==> config.mk <==
export PLATFORM = sky130hd
export DESIGN_NAME = scg_top
export DESIGN_NICKNAME = d
export VERILOG_FILES = /design/src/scg_pkg.sv /design/src/scg_gate_mux.sv /design/src/scg_fault_chk.sv /design/src/scg_top.sv
export VERILOG_INCLUDE_DIRS = /design/src
export SDC_FILE = /design/constraint.sdc
export NUM_CORES = 1
export LEC_CHECK = 0
export ABC_AREA = 1
export BUFFER_PORTS_ARGS = -buffer_cell sky130_fd_sc_hd__buf_2
export CELL_PAD_IN_SITES_DETAIL_PLACEMENT = 0
export CELL_PAD_IN_SITES_GLOBAL_PLACEMENT = 2
export CORE_MARGIN = 1
export CORE_UTILIZATION = 31
export CTS_CLUSTER_DIAMETER = 80
export DETAILED_ROUTE_END_ITERATION = 10
export PLACE_DENSITY = 0.8
export SLEW_MARGIN = 5
export SYNTH_ARGS = -nofsm -noshare
export SYNTH_HDL_FRONTEND = slang
export SYNTH_SLANG_ARGS = --single-unit
==> constraint.sdc <==
create_clock -name ref_clk_in -period 6.4 [get_ports ref_clk_in]
set_clock_uncertainty 0.05 [all_clocks]
set_input_delay 0.32 -clock ref_clk_in [delete_from_list [all_inputs] [get_ports ref_clk_in]]
set_output_delay 0.32 -clock ref_clk_in [all_outputs]
set_load 0.02 [all_outputs]
==> src/scg_cfg.svh <==
// Constants of the sleep clock gate control block: offsets, field positions, reset values.
// Assumes inclusion by bare name from the design modules and the bench.
`ifndef SCG_CFG_SVH
`define SCG_CFG_SVH

// ----------------------------------------------------------------
// Register offsets (byte addresses)
// ----------------------------------------------------------------
`define SCG_ADDR_W      12
`define SCG_OFF_RUN     12'h104
`define SCG_OFF_SLEEP   12'h114
`define SCG_OFF_CTRL    12'h180
`define SCG_OFF_STAT    12'h184
`define SCG_OFF_MASK    12'h188
`define SCG_OFF_FLT     12'h18c

// ----------------------------------------------------------------
// Field positions and reset values
// ----------------------------------------------------------------
`define SCG_BIT_CMP2    26
`define SCG_BIT_CMP1    25
`define SCG_BIT_CMP0    24
`define SCG_BIT_CNT2    18
`define SCG_BIT_CNT1    17
`define SCG_BIT_CNT0    16
`define SCG_BIT_TWI0    12
`define SCG_BIT_SSP0    4
`define SCG_BIT_ASP0    0
`define SCG_BIT_AUTO    0
`define SCG_EV_FAULT    0
`define SCG_EV_SWITCH   1
`define SCG_GATE_RST    32'h0000_0000
`define SCG_EV_RST      2'h0
`define SCG_RESP_OKAY   2'h0
`define SCG_RESP_SLVERR 2'h2

`endif

==> src/scg_pkg.sv <==
// Types of the sleep clock gate control block.
// Assumes scg_cfg.svh alongside; holds types only.
package scg_pkg;

	// ----------------------------------------------------------------
	// Gate register layout
	// ----------------------------------------------------------------
	typedef struct packed {
		logic [4:0] rsv_hi;
		logic       comparator2_gate;
		logic       comparator1_gate;
		logic       comparator0_gate;
		logic [4:0] rsv_mid;
		logic       gp_counter2_gate;
		logic       gp_counter1_gate;
		logic       gp_counter0_gate;
		logic [2:0] rsv_b13;
		logic       twowire_port0_gate;
		logic [6:0] rsv_lo;
		logic       sync_serial_port0_gate;
		logic [2:0] rsv_b1;
		logic       async_serial_port0_gate;
	} scg_gate_t;

	// Peripheral access seen on the system bus
	typedef struct packed {
		logic        valid;
		logic [31:0] unit_sel;
	} scg_preq_t;

	// Which gate register drives the enables
	typedef enum logic {
		SCG_SRC_RUN,
		SCG_SRC_SLEEP
	} scg_src_t;

endpackage

==> src/scg_gate_mux.sv <==
// Per-unit clock enable selection between run and sleep gate settings.
// Assumes run and sleep settings and the mode select come from the same clock domain.
`timescale 1ns/1ps
`include "scg_cfg.svh"

module scg_gate_mux (
	input  wire logic             ref_clk_in,
	input  wire logic             sys_rst_in,
	input  wire scg_pkg::scg_gate_t run_gate_in,
	input  wire scg_pkg::scg_gate_t sleep_gate_in,
	input  wire scg_pkg::scg_src_t  src_in,
	output scg_pkg::scg_gate_t      clk_en_out,
	output logic                    switch_ev_out
);

	scg_pkg::scg_src_t src_r;

	// ----------------------------------------------------------------
	// Registered enables, so a source change never glitches a unit clock
	// ----------------------------------------------------------------
	always_ff @(posedge ref_clk_in or posedge sys_rst_in) begin
		if (sys_rst_in) begin
			clk_en_out <= scg_pkg::scg_gate_t'(`SCG_GATE_RST);
		end else if (src_in == scg_pkg::SCG_SRC_SLEEP) begin
			clk_en_out <= sleep_gate_in;
		end else begin
			clk_en_out <= run_gate_in;
		end
	end

	// Source tracking and one-cycle pulse on each switch
	always_ff @(posedge ref_clk_in or posedge sys_rst_in) begin
		if (sys_rst_in) begin
			src_r         <= scg_pkg::SCG_SRC_RUN;
			switch_ev_out <= 1'b0;
		end else begin
			src_r         <= src_in;
			switch_ev_out <= (src_in != src_r);
		end
	end

endmodule // scg_gate_mux

==> src/scg_fault_chk.sv <==
// Bus fault check for accesses to peripheral units.
// Assumes the request is on the same clock and names its units by gate bit.
`timescale 1ns/1ps
`include "scg_cfg.svh"

module scg_fault_chk (
	input  wire logic               ref_clk_in,
	input  wire logic               sys_rst_in,
	input  wire scg_pkg::scg_preq_t preq_in,
	input  wire scg_pkg::scg_gate_t clk_en_in,
	output logic                    fault_out,
	output logic [31:0]             fault_units_out
);

	logic [31:0] gated_hit;

	// Units addressed while their clock is off
	assign gated_hit = preq_in.unit_sel & ~clk_en_in;

	// ----------------------------------------------------------------
	// One-cycle fault pulse and the offending units
	// ----------------------------------------------------------------
	always_ff @(posedge ref_clk_in or posedge sys_rst_in) begin
		if (sys_rst_in) begin
			fault_out       <= 1'b0;
			fault_units_out <= 32'h0000_0000;
		end else begin
			fault_out       <= preq_in.valid && (gated_hit != 32'h0000_0000);
			fault_units_out <= preq_in.valid ? gated_hit : 32'h0000_0000;
		end
	end

endmodule // scg_fault_chk

==> src/scg_top.sv <==
// Sleep clock gate control: AXI4-Lite registers, enable selection, fault and interrupt.
// Assumes one clock; sleep status and peripheral requests come from logic on that clock.
`timescale 1ns/1ps
`include "scg_cfg.svh"

module scg_top (
	input  wire logic                      ref_clk_in,
	input  wire logic                      sys_rst_in,
	input  wire logic                      s_axi_awvalid_in,
	output logic                           s_axi_awready_out,
	input  wire logic [`SCG_ADDR_W-1:0]    s_axi_awaddr_in,
	input  wire logic                      s_axi_wvalid_in,
	output logic                           s_axi_wready_out,
	input  wire logic [31:0]               s_axi_wdata_in,
	input  wire logic [3:0]                s_axi_wstrb_in,
	output logic                           s_axi_bvalid_out,
	input  wire logic                      s_axi_bready_in,
	output logic [1:0]                     s_axi_bresp_out,
	input  wire logic                      s_axi_arvalid_in,
	output logic                           s_axi_arready_out,
	input  wire logic [`SCG_ADDR_W-1:0]    s_axi_araddr_in,
	output logic                           s_axi_rvalid_out,
	input  wire logic                      s_axi_rready_in,
	output logic [31:0]                    s_axi_rdata_out,
	output logic [1:0]                     s_axi_rresp_out,
	input  wire logic                      cpu_sleep_in,
	input  wire scg_pkg::scg_preq_t        preq_in,
	output scg_pkg::scg_gate_t             periph_clk_en_out,
	output logic                           bus_fault_out,
	output logic                           irq_out
);

	// ----------------------------------------------------------------
	// Writable bit mask of the gate registers
	// ----------------------------------------------------------------
	logic [31:0] gate_wmask;
	always_comb begin
		gate_wmask                  = 32'h0000_0000;
		gate_wmask[`SCG_BIT_CMP2]   = 1'b1;
		gate_wmask[`SCG_BIT_CMP1]   = 1'b1;
		gate_wmask[`SCG_BIT_CMP0]   = 1'b1;
		gate_wmask[`SCG_BIT_CNT2]   = 1'b1;
		gate_wmask[`SCG_BIT_CNT1]   = 1'b1;
		gate_wmask[`SCG_BIT_CNT0]   = 1'b1;
		gate_wmask[`SCG_BIT_TWI0]   = 1'b1;
		gate_wmask[`SCG_BIT_SSP0]   = 1'b1;
		gate_wmask[`SCG_BIT_ASP0]   = 1'b1;
	end

	// Byte-lane merge of write data into an old value
	function automatic logic [31:0] lane_merge(input logic [31:0] old_v, input logic [31:0] new_v,
		input logic [3:0] strb);
		logic [31:0] res;
		res = old_v;
		for (int i = 0; i < 4; i++) begin
			if (strb[i]) begin
				res[i*8 +: 8] = new_v[i*8 +: 8];
			end
		end
		return res;
	endfunction

	// ----------------------------------------------------------------
	// Register state
	// ----------------------------------------------------------------
	scg_pkg::scg_gate_t               run_gate_r;
	scg_pkg::scg_gate_t               sleep_gate_r;
	logic                             auto_gate_select_r;
	logic [1:0]                       stat_r;
	logic [1:0]                       stat_nxt;
	logic [1:0]                       mask_r;
	logic [31:0]                      fault_units_r;
	logic                             aw_held_r;
	logic                             w_held_r;
	logic [`SCG_ADDR_W-1:0]           waddr_r;
	logic [31:0]                      wdata_r;
	logic [3:0]                       wstrb_r;
	logic                             wr_fire;
	logic [31:0]                      rd_val;
	logic [1:0]                       rd_resp;
	scg_pkg::scg_src_t                src_sel;
	logic                             switch_ev;
	logic [31:0]                      fault_units;

	assign wr_fire = aw_held_r && w_held_r && !s_axi_bvalid_out;

	// Sleep bits rule only in Sleep with auto gating selected
	assign src_sel = (cpu_sleep_in && auto_gate_select_r) ? scg_pkg::SCG_SRC_SLEEP
		: scg_pkg::SCG_SRC_RUN;

	// ----------------------------------------------------------------
	// Write address and data capture, either order
	// ----------------------------------------------------------------
	always_ff @(posedge ref_clk_in or posedge sys_rst_in) begin
		if (sys_rst_in) begin
			aw_held_r <= 1'b0;
			w_held_r  <= 1'b0;
			waddr_r   <= '0;
			wdata_r   <= 32'h0000_0000;
			wstrb_r   <= 4'h0;
		end else begin
			if (s_axi_awvalid_in && s_axi_awready_out) begin
				aw_held_r <= 1'b1;
				waddr_r   <= s_axi_awaddr_in;
			end else if (wr_fire) begin
				aw_held_r <= 1'b0;
			end
			if (s_axi_wvalid_in && s_axi_wready_out) begin
				w_held_r <= 1'b1;
				wdata_r  <= s_axi_wdata_in;
				wstrb_r  <= s_axi_wstrb_in;
			end else if (wr_fire) begin
				w_held_r <= 1'b0;
			end
		end
	end

	// Ready while the channel holds nothing and no response waits
	always_ff @(posedge ref_clk_in or posedge sys_rst_in) begin
		if (sys_rst_in) begin
			s_axi_awready_out <= 1'b0;
			s_axi_wready_out  <= 1'b0;
		end else begin
			s_axi_awready_out <= !(aw_held_r || (s_axi_awvalid_in && s_axi_awready_out))
				&& !wr_fire && !s_axi_bvalid_out;
			s_axi_wready_out  <= !(w_held_r || (s_axi_wvalid_in && s_axi_wready_out))
				&& !wr_fire && !s_axi_bvalid_out;
		end
	end

	// ----------------------------------------------------------------
	// Register writes and write response
	// ----------------------------------------------------------------
	always_ff @(posedge ref_clk_in or posedge sys_rst_in) begin
		if (sys_rst_in) begin
			run_gate_r         <= scg_pkg::scg_gate_t'(`SCG_GATE_RST);
			sleep_gate_r       <= scg_pkg::scg_gate_t'(`SCG_GATE_RST);
			auto_gate_select_r <= 1'b0;
			mask_r             <= `SCG_EV_RST;
			s_axi_bvalid_out   <= 1'b0;
			s_axi_bresp_out    <= `SCG_RESP_OKAY;
		end else begin
			if (s_axi_bvalid_out && s_axi_bready_in) begin
				s_axi_bvalid_out <= 1'b0;
			end
			if (wr_fire) begin
				s_axi_bvalid_out <= 1'b1;
				s_axi_bresp_out  <= `SCG_RESP_OKAY;
				if (waddr_r == `SCG_OFF_SLEEP) begin
					sleep_gate_r <= lane_merge(sleep_gate_r, wdata_r, wstrb_r) & gate_wmask;
				end else if (waddr_r == `SCG_OFF_RUN) begin
					run_gate_r <= lane_merge(run_gate_r, wdata_r, wstrb_r) & gate_wmask;
				end else if (waddr_r == `SCG_OFF_CTRL) begin
					auto_gate_select_r <= wstrb_r[0] ? wdata_r[`SCG_BIT_AUTO] : auto_gate_select_r;
				end else if (waddr_r == `SCG_OFF_MASK) begin
					mask_r <= wstrb_r[0] ? wdata_r[1:0] : mask_r;
				end else if (waddr_r == `SCG_OFF_STAT || waddr_r == `SCG_OFF_FLT) begin
					s_axi_bresp_out <= `SCG_RESP_OKAY;
				end else begin
					s_axi_bresp_out <= `SCG_RESP_SLVERR;
				end
			end
		end
	end

	// ----------------------------------------------------------------
	// Read decode
	// ----------------------------------------------------------------
	always_comb begin
		rd_val  = 32'h0000_0000;
		rd_resp = `SCG_RESP_OKAY;
		if (s_axi_araddr_in == `SCG_OFF_SLEEP) begin
			rd_val = sleep_gate_r;
		end else if (s_axi_araddr_in == `SCG_OFF_RUN) begin
			rd_val = run_gate_r;
		end else if (s_axi_araddr_in == `SCG_OFF_CTRL) begin
			rd_val[`SCG_BIT_AUTO] = auto_gate_select_r;
		end else if (s_axi_araddr_in == `SCG_OFF_STAT) begin
			rd_val[1:0] = stat_r;
		end else if (s_axi_araddr_in == `SCG_OFF_MASK) begin
			rd_val[1:0] = mask_r;
		end else if (s_axi_araddr_in == `SCG_OFF_FLT) begin
			rd_val = fault_units_r;
		end else begin
			rd_resp = `SCG_RESP_SLVERR;
		end
	end

	// Read channel, one read at a time
	always_ff @(posedge ref_clk_in or posedge sys_rst_in) begin
		if (sys_rst_in) begin
			s_axi_arready_out <= 1'b0;
			s_axi_rvalid_out  <= 1'b0;
			s_axi_rdata_out   <= 32'h0000_0000;
			s_axi_rresp_out   <= `SCG_RESP_OKAY;
		end else begin
			if (s_axi_arvalid_in && s_axi_arready_out) begin
				s_axi_arready_out <= 1'b0;
				s_axi_rvalid_out  <= 1'b1;
				s_axi_rdata_out   <= rd_val;
				s_axi_rresp_out   <= rd_resp;
			end else if (s_axi_rvalid_out && s_axi_rready_in) begin
				s_axi_rvalid_out  <= 1'b0;
			end else begin
				s_axi_arready_out <= !s_axi_rvalid_out;
			end
		end
	end

	// ----------------------------------------------------------------
	// Enable selection and bus fault check
	// ----------------------------------------------------------------
	scg_gate_mux u_gate_mux (
		.ref_clk_in    (ref_clk_in),
		.sys_rst_in    (sys_rst_in),
		.run_gate_in   (run_gate_r),
		.sleep_gate_in (sleep_gate_r),
		.src_in        (src_sel),
		.clk_en_out    (periph_clk_en_out),
		.switch_ev_out (switch_ev)
	);

	scg_fault_chk u_fault_chk (
		.ref_clk_in      (ref_clk_in),
		.sys_rst_in      (sys_rst_in),
		.preq_in         (preq_in),
		.clk_en_in       (periph_clk_en_out),
		.fault_out       (bus_fault_out),
		.fault_units_out (fault_units)
	);

	// ----------------------------------------------------------------
	// Sticky events, write-one-to-clear, set wins over clear
	// ----------------------------------------------------------------
	always_comb begin
		stat_nxt = stat_r;
		if (wr_fire && waddr_r == `SCG_OFF_STAT && wstrb_r[0]) begin
			stat_nxt = stat_nxt & ~wdata_r[1:0];
		end
		stat_nxt[`SCG_EV_FAULT]  = stat_nxt[`SCG_EV_FAULT] | bus_fault_out;
		stat_nxt[`SCG_EV_SWITCH] = stat_nxt[`SCG_EV_SWITCH] | switch_ev;
	end

	always_ff @(posedge ref_clk_in or posedge sys_rst_in) begin
		if (sys_rst_in) begin
			stat_r        <= `SCG_EV_RST;
			fault_units_r <= 32'h0000_0000;
			irq_out       <= 1'b0;
		end else begin
			stat_r        <= stat_nxt;
			fault_units_r <= bus_fault_out ? fault_units : fault_units_r;
			irq_out       <= |(stat_nxt & mask_r);
		end
	end
endmodule // scg_top

==> reports/results.ini <==
[route]
vias_per_cell = 4.25
drc = 0
wl_um = 15800
vias = 5184
wire_per_inst_um = 12.9
drtIter0Drc = 209
ant_nets = 0
first_pass_iters = 4

[finish]
area_growth_syn_to_layout_pct = 20.4
nets = 1023
fill_cells = 2371
multi_input_area_mm2 = 0.00231
drive_above_1_share_pct = 21.7
final-seq-area_mm2 = 0.00418

[critical_path]
setup.worst_path.start = s_axi_arready_out
cp_max_fo = 58
end_kind = flip-flop
startpoint_type = flip-flop
crit_top_cell = nand2_1
cpPeakStageDelay_ns = 0.57
cp-endpoint = s_axi_rdata_out[1]
worstSetupPathType = flip-flop to flip-flop
cp_cell_sequence = nand2_2 -> buf_4 -> clkinv_1 -> nand2_1 -> nor2_1 -> o211ai_1 -> nand2_1
worst_r2r_path_depth = 7
crit_buf_inv = 2
reg2reg_to = s_axi_rdata_out[1]
ff2ff_setup_slack_ns = 4.21
cp.arrival_ns = 2.45
cp.depth = 7
crit_required_ns = 6.66
cp_slowest_cell = buf_4
path_delay_family = buffers and inverters
r2r-start = s_axi_arready_out

[place]
place_congestion = 0.726
place_hpwl_um = 11100
portBuffers = 128

[logic_synthesis]
synth_seq_cells = 167
ys_types = 33
yosysTopAreaCellShare_pct = 58.7
synth_top_area_cell = dfrtp_1
netlist_top_cells_area = dfrtp_1 59%, nand2_1 13%, inv_1 5.7%
synth.most_common_cell = nand2_1
avgSynthCellArea_um2 = 8.96
syn_area_mm2 = 0.00711
synth_common_cells = 248 x nand2_1, 167 x dfrtp_1, 108 x inv_1, 55 x nor2_1, 48 x o21ai_0
ys_seq_area_share_pct = 58.7
synth_edf_count = 0
synthArstFlopShare_pct = 100
yosys_warnings = 0
syn_inst = 794
synth-main-ff-cell = dfrtp_1

[die]
die_w_um = 153
die_h_um = 153
ios = 176
num_rows = 55
floorplan.initialDensity_pct = 31.5
die_area_mm2 = 0.0236
design.core.area_mm2 = 0.0226

[sta]
rsz0062_at_grt = false
slew_violations = 0
worst_pin_slew_ns = 0.981
slew_headroom_pct = 34.6
final_hold_viol_count = 0
timing.setup.tns_ns = 0
period_needed_ns = 2.19
finalCritPeriodShare_pct = 34.2
setup_viol = 0
max_freq_mhz = 456

[outcome]
status = complete, no violations

[grt]
grt.total_usage_pct = 14.3
grt_pass1_wl_um = 26700
antenna_found_initial = 0
grt_pass1_vias = 5195
grt_max_degree = 108
overflow = 0

[clocking]
numCtsBuffers = 17
htreeDepth = 4
cts_tree = yes
insertion_delay_ns = 0.43
clock_path_buffers = 2
clkTransAtPathRegs_ns = 0.07
clockRootBuffer = clkbuf_16
cts.sinks = 167

[flow_run]
cap_violations = 0

[pwr]
ir_drop_mv = 0.171
p_leak_uw = 0.00463
p_total_uw = 2690
power.density_mw_per_mm2 = 315

[worst_hold_path]
hold_class = primary input to flip-flop

-- sequential cells by signal, summed over array words and instances (netlist names), 4 cells and up --
register and count:
fault_units_r 32, s_axi_rdata_out 32, u_gate_mux.clk_en_out 9, wdata_r 10, sleep_gate_r 9, waddr_r 12
wstrb_r 4, u_fault_chk.fault_units_out 32, run_gate_r 9
-- layout by cell type (no fill, tap or decap), types with 4 or more instances in the layout --
cell       Yosys  layout
dfrtp_1      167     166
o31ai_2       20      20
nor4_1         6       6
conb_1         1      25
inv_1        108     107
nor3_1        11      11
nand3_1       25      25
clkbuf_16      0      17
buf_4         25       4
buf_2          1     128
inv_6          0       8
o21ai_0       48      48
mux2_2         6       6
nand2_1      248     247
a21oi_1       25      25
nor2_1        55      55
-- how the worst min path moves through the flow --
stage,from,to,slack (ns),depth (start not counted)
2_1_floorplan,s_axi_bready_in,s_axi_bvalid_out,0.37,1
3_3_place_gp,u_fault_chk.fault_units_out[11],fault_units_r[11],0.38,2
3_5_place_dp,u_gate_mux.src_r,u_gate_mux.switch_ev_out,0.39,1
4_1_cts,preq_in[27],u_fault_chk.fault_units_out[27],0.02,3
5_1_grt,preq_in[23],u_fault_chk.fault_units_out[23],0.03,3
6_report,preq_in[29],u_fault_chk.fault_units_out[29],0.04,3
-- area by class of cell --
type,count,area share [%]
tap,285,4.16
inverter,112,5.00
sequential,167,48.8
antenna,1,0.0292
clock buffer,17,4.97
clock inverter,15,2.07
timing repair buffer,133,7.95
multi-input combinational,491,27.0
-- layer usage --
layer | share of wire (%) | vias to the layer above | track usage (%) | routed length (um)
li1 | - | 2676 | - | -
met1 | 48 | 2384 | 18.6 | 7560
met2 | 47 | 112 | 23.5 | 7370
met3 | 4.5 | 12 | 3.75 | 707
met4 | 0.83 | 0 | 4.00 | 131
met5 | 0 | - | 0 | 0
-- report_power, final --
part | switching, uW | leakage (uW) | internal, uW
combinational | 292 | 0.00218 | 126
clock | 479 | 0.000288 | 560
sequential | 52.0 | 0.00216 | 1190
total | 823 | 0.00463 | 1870
-- kinds of logic after synthesis --
family | synth area share [%]
AO/OA/AOI/OAI | 9.18
XOR/XNOR | 0.123
AND/OR/NAND/NOR | 20.9
other | 0.0527
multiplexers | 0.950
flip-flops | 58.7
buffers and inverters | 10.0
-- tightest hold or removal path: stages --
cell	delay (ns)
buf_2	0.09
nand2_1	0.05
inv_1	0.04
-- what timing repair did --
| item | in CTS | in global routing |
|---|---|---|
| setup endpoints to repair | 0 | 0 |
| buffers inserted | 0 | 0 |
| hold buffers | 1 | 0 |
| resized for setup | 0 | 0 |
| endpoints found under the hold margin | 1 | 0 |
-- metrics by stage --
| stage | cell area (um2) | utilization, % | setup slack (ns) | hold slack (ns) | instances |
|---|---|---|---|---|---|
| after detailed placement | 7950 | 35.2 | 4.14 | 0.386 | 1187 |
| after CTS | 8560 | 37.9 | 4.14 | 0.0205 | 1220 |
| final | 8570 | 37.9 | 4.21 | 0.0424 | 1221 |
| after floorplan | 7200 | - | 1.51 | 0.366 | 818 |
| after global routing | 8560 | 37.9 | 4.02 | 0.0345 | 1220 |
| after global placement | 7950 | 35.2 | 4.15 | 0.382 | 1187 |
No activity file was read; power rests on OpenSTA's default activity.
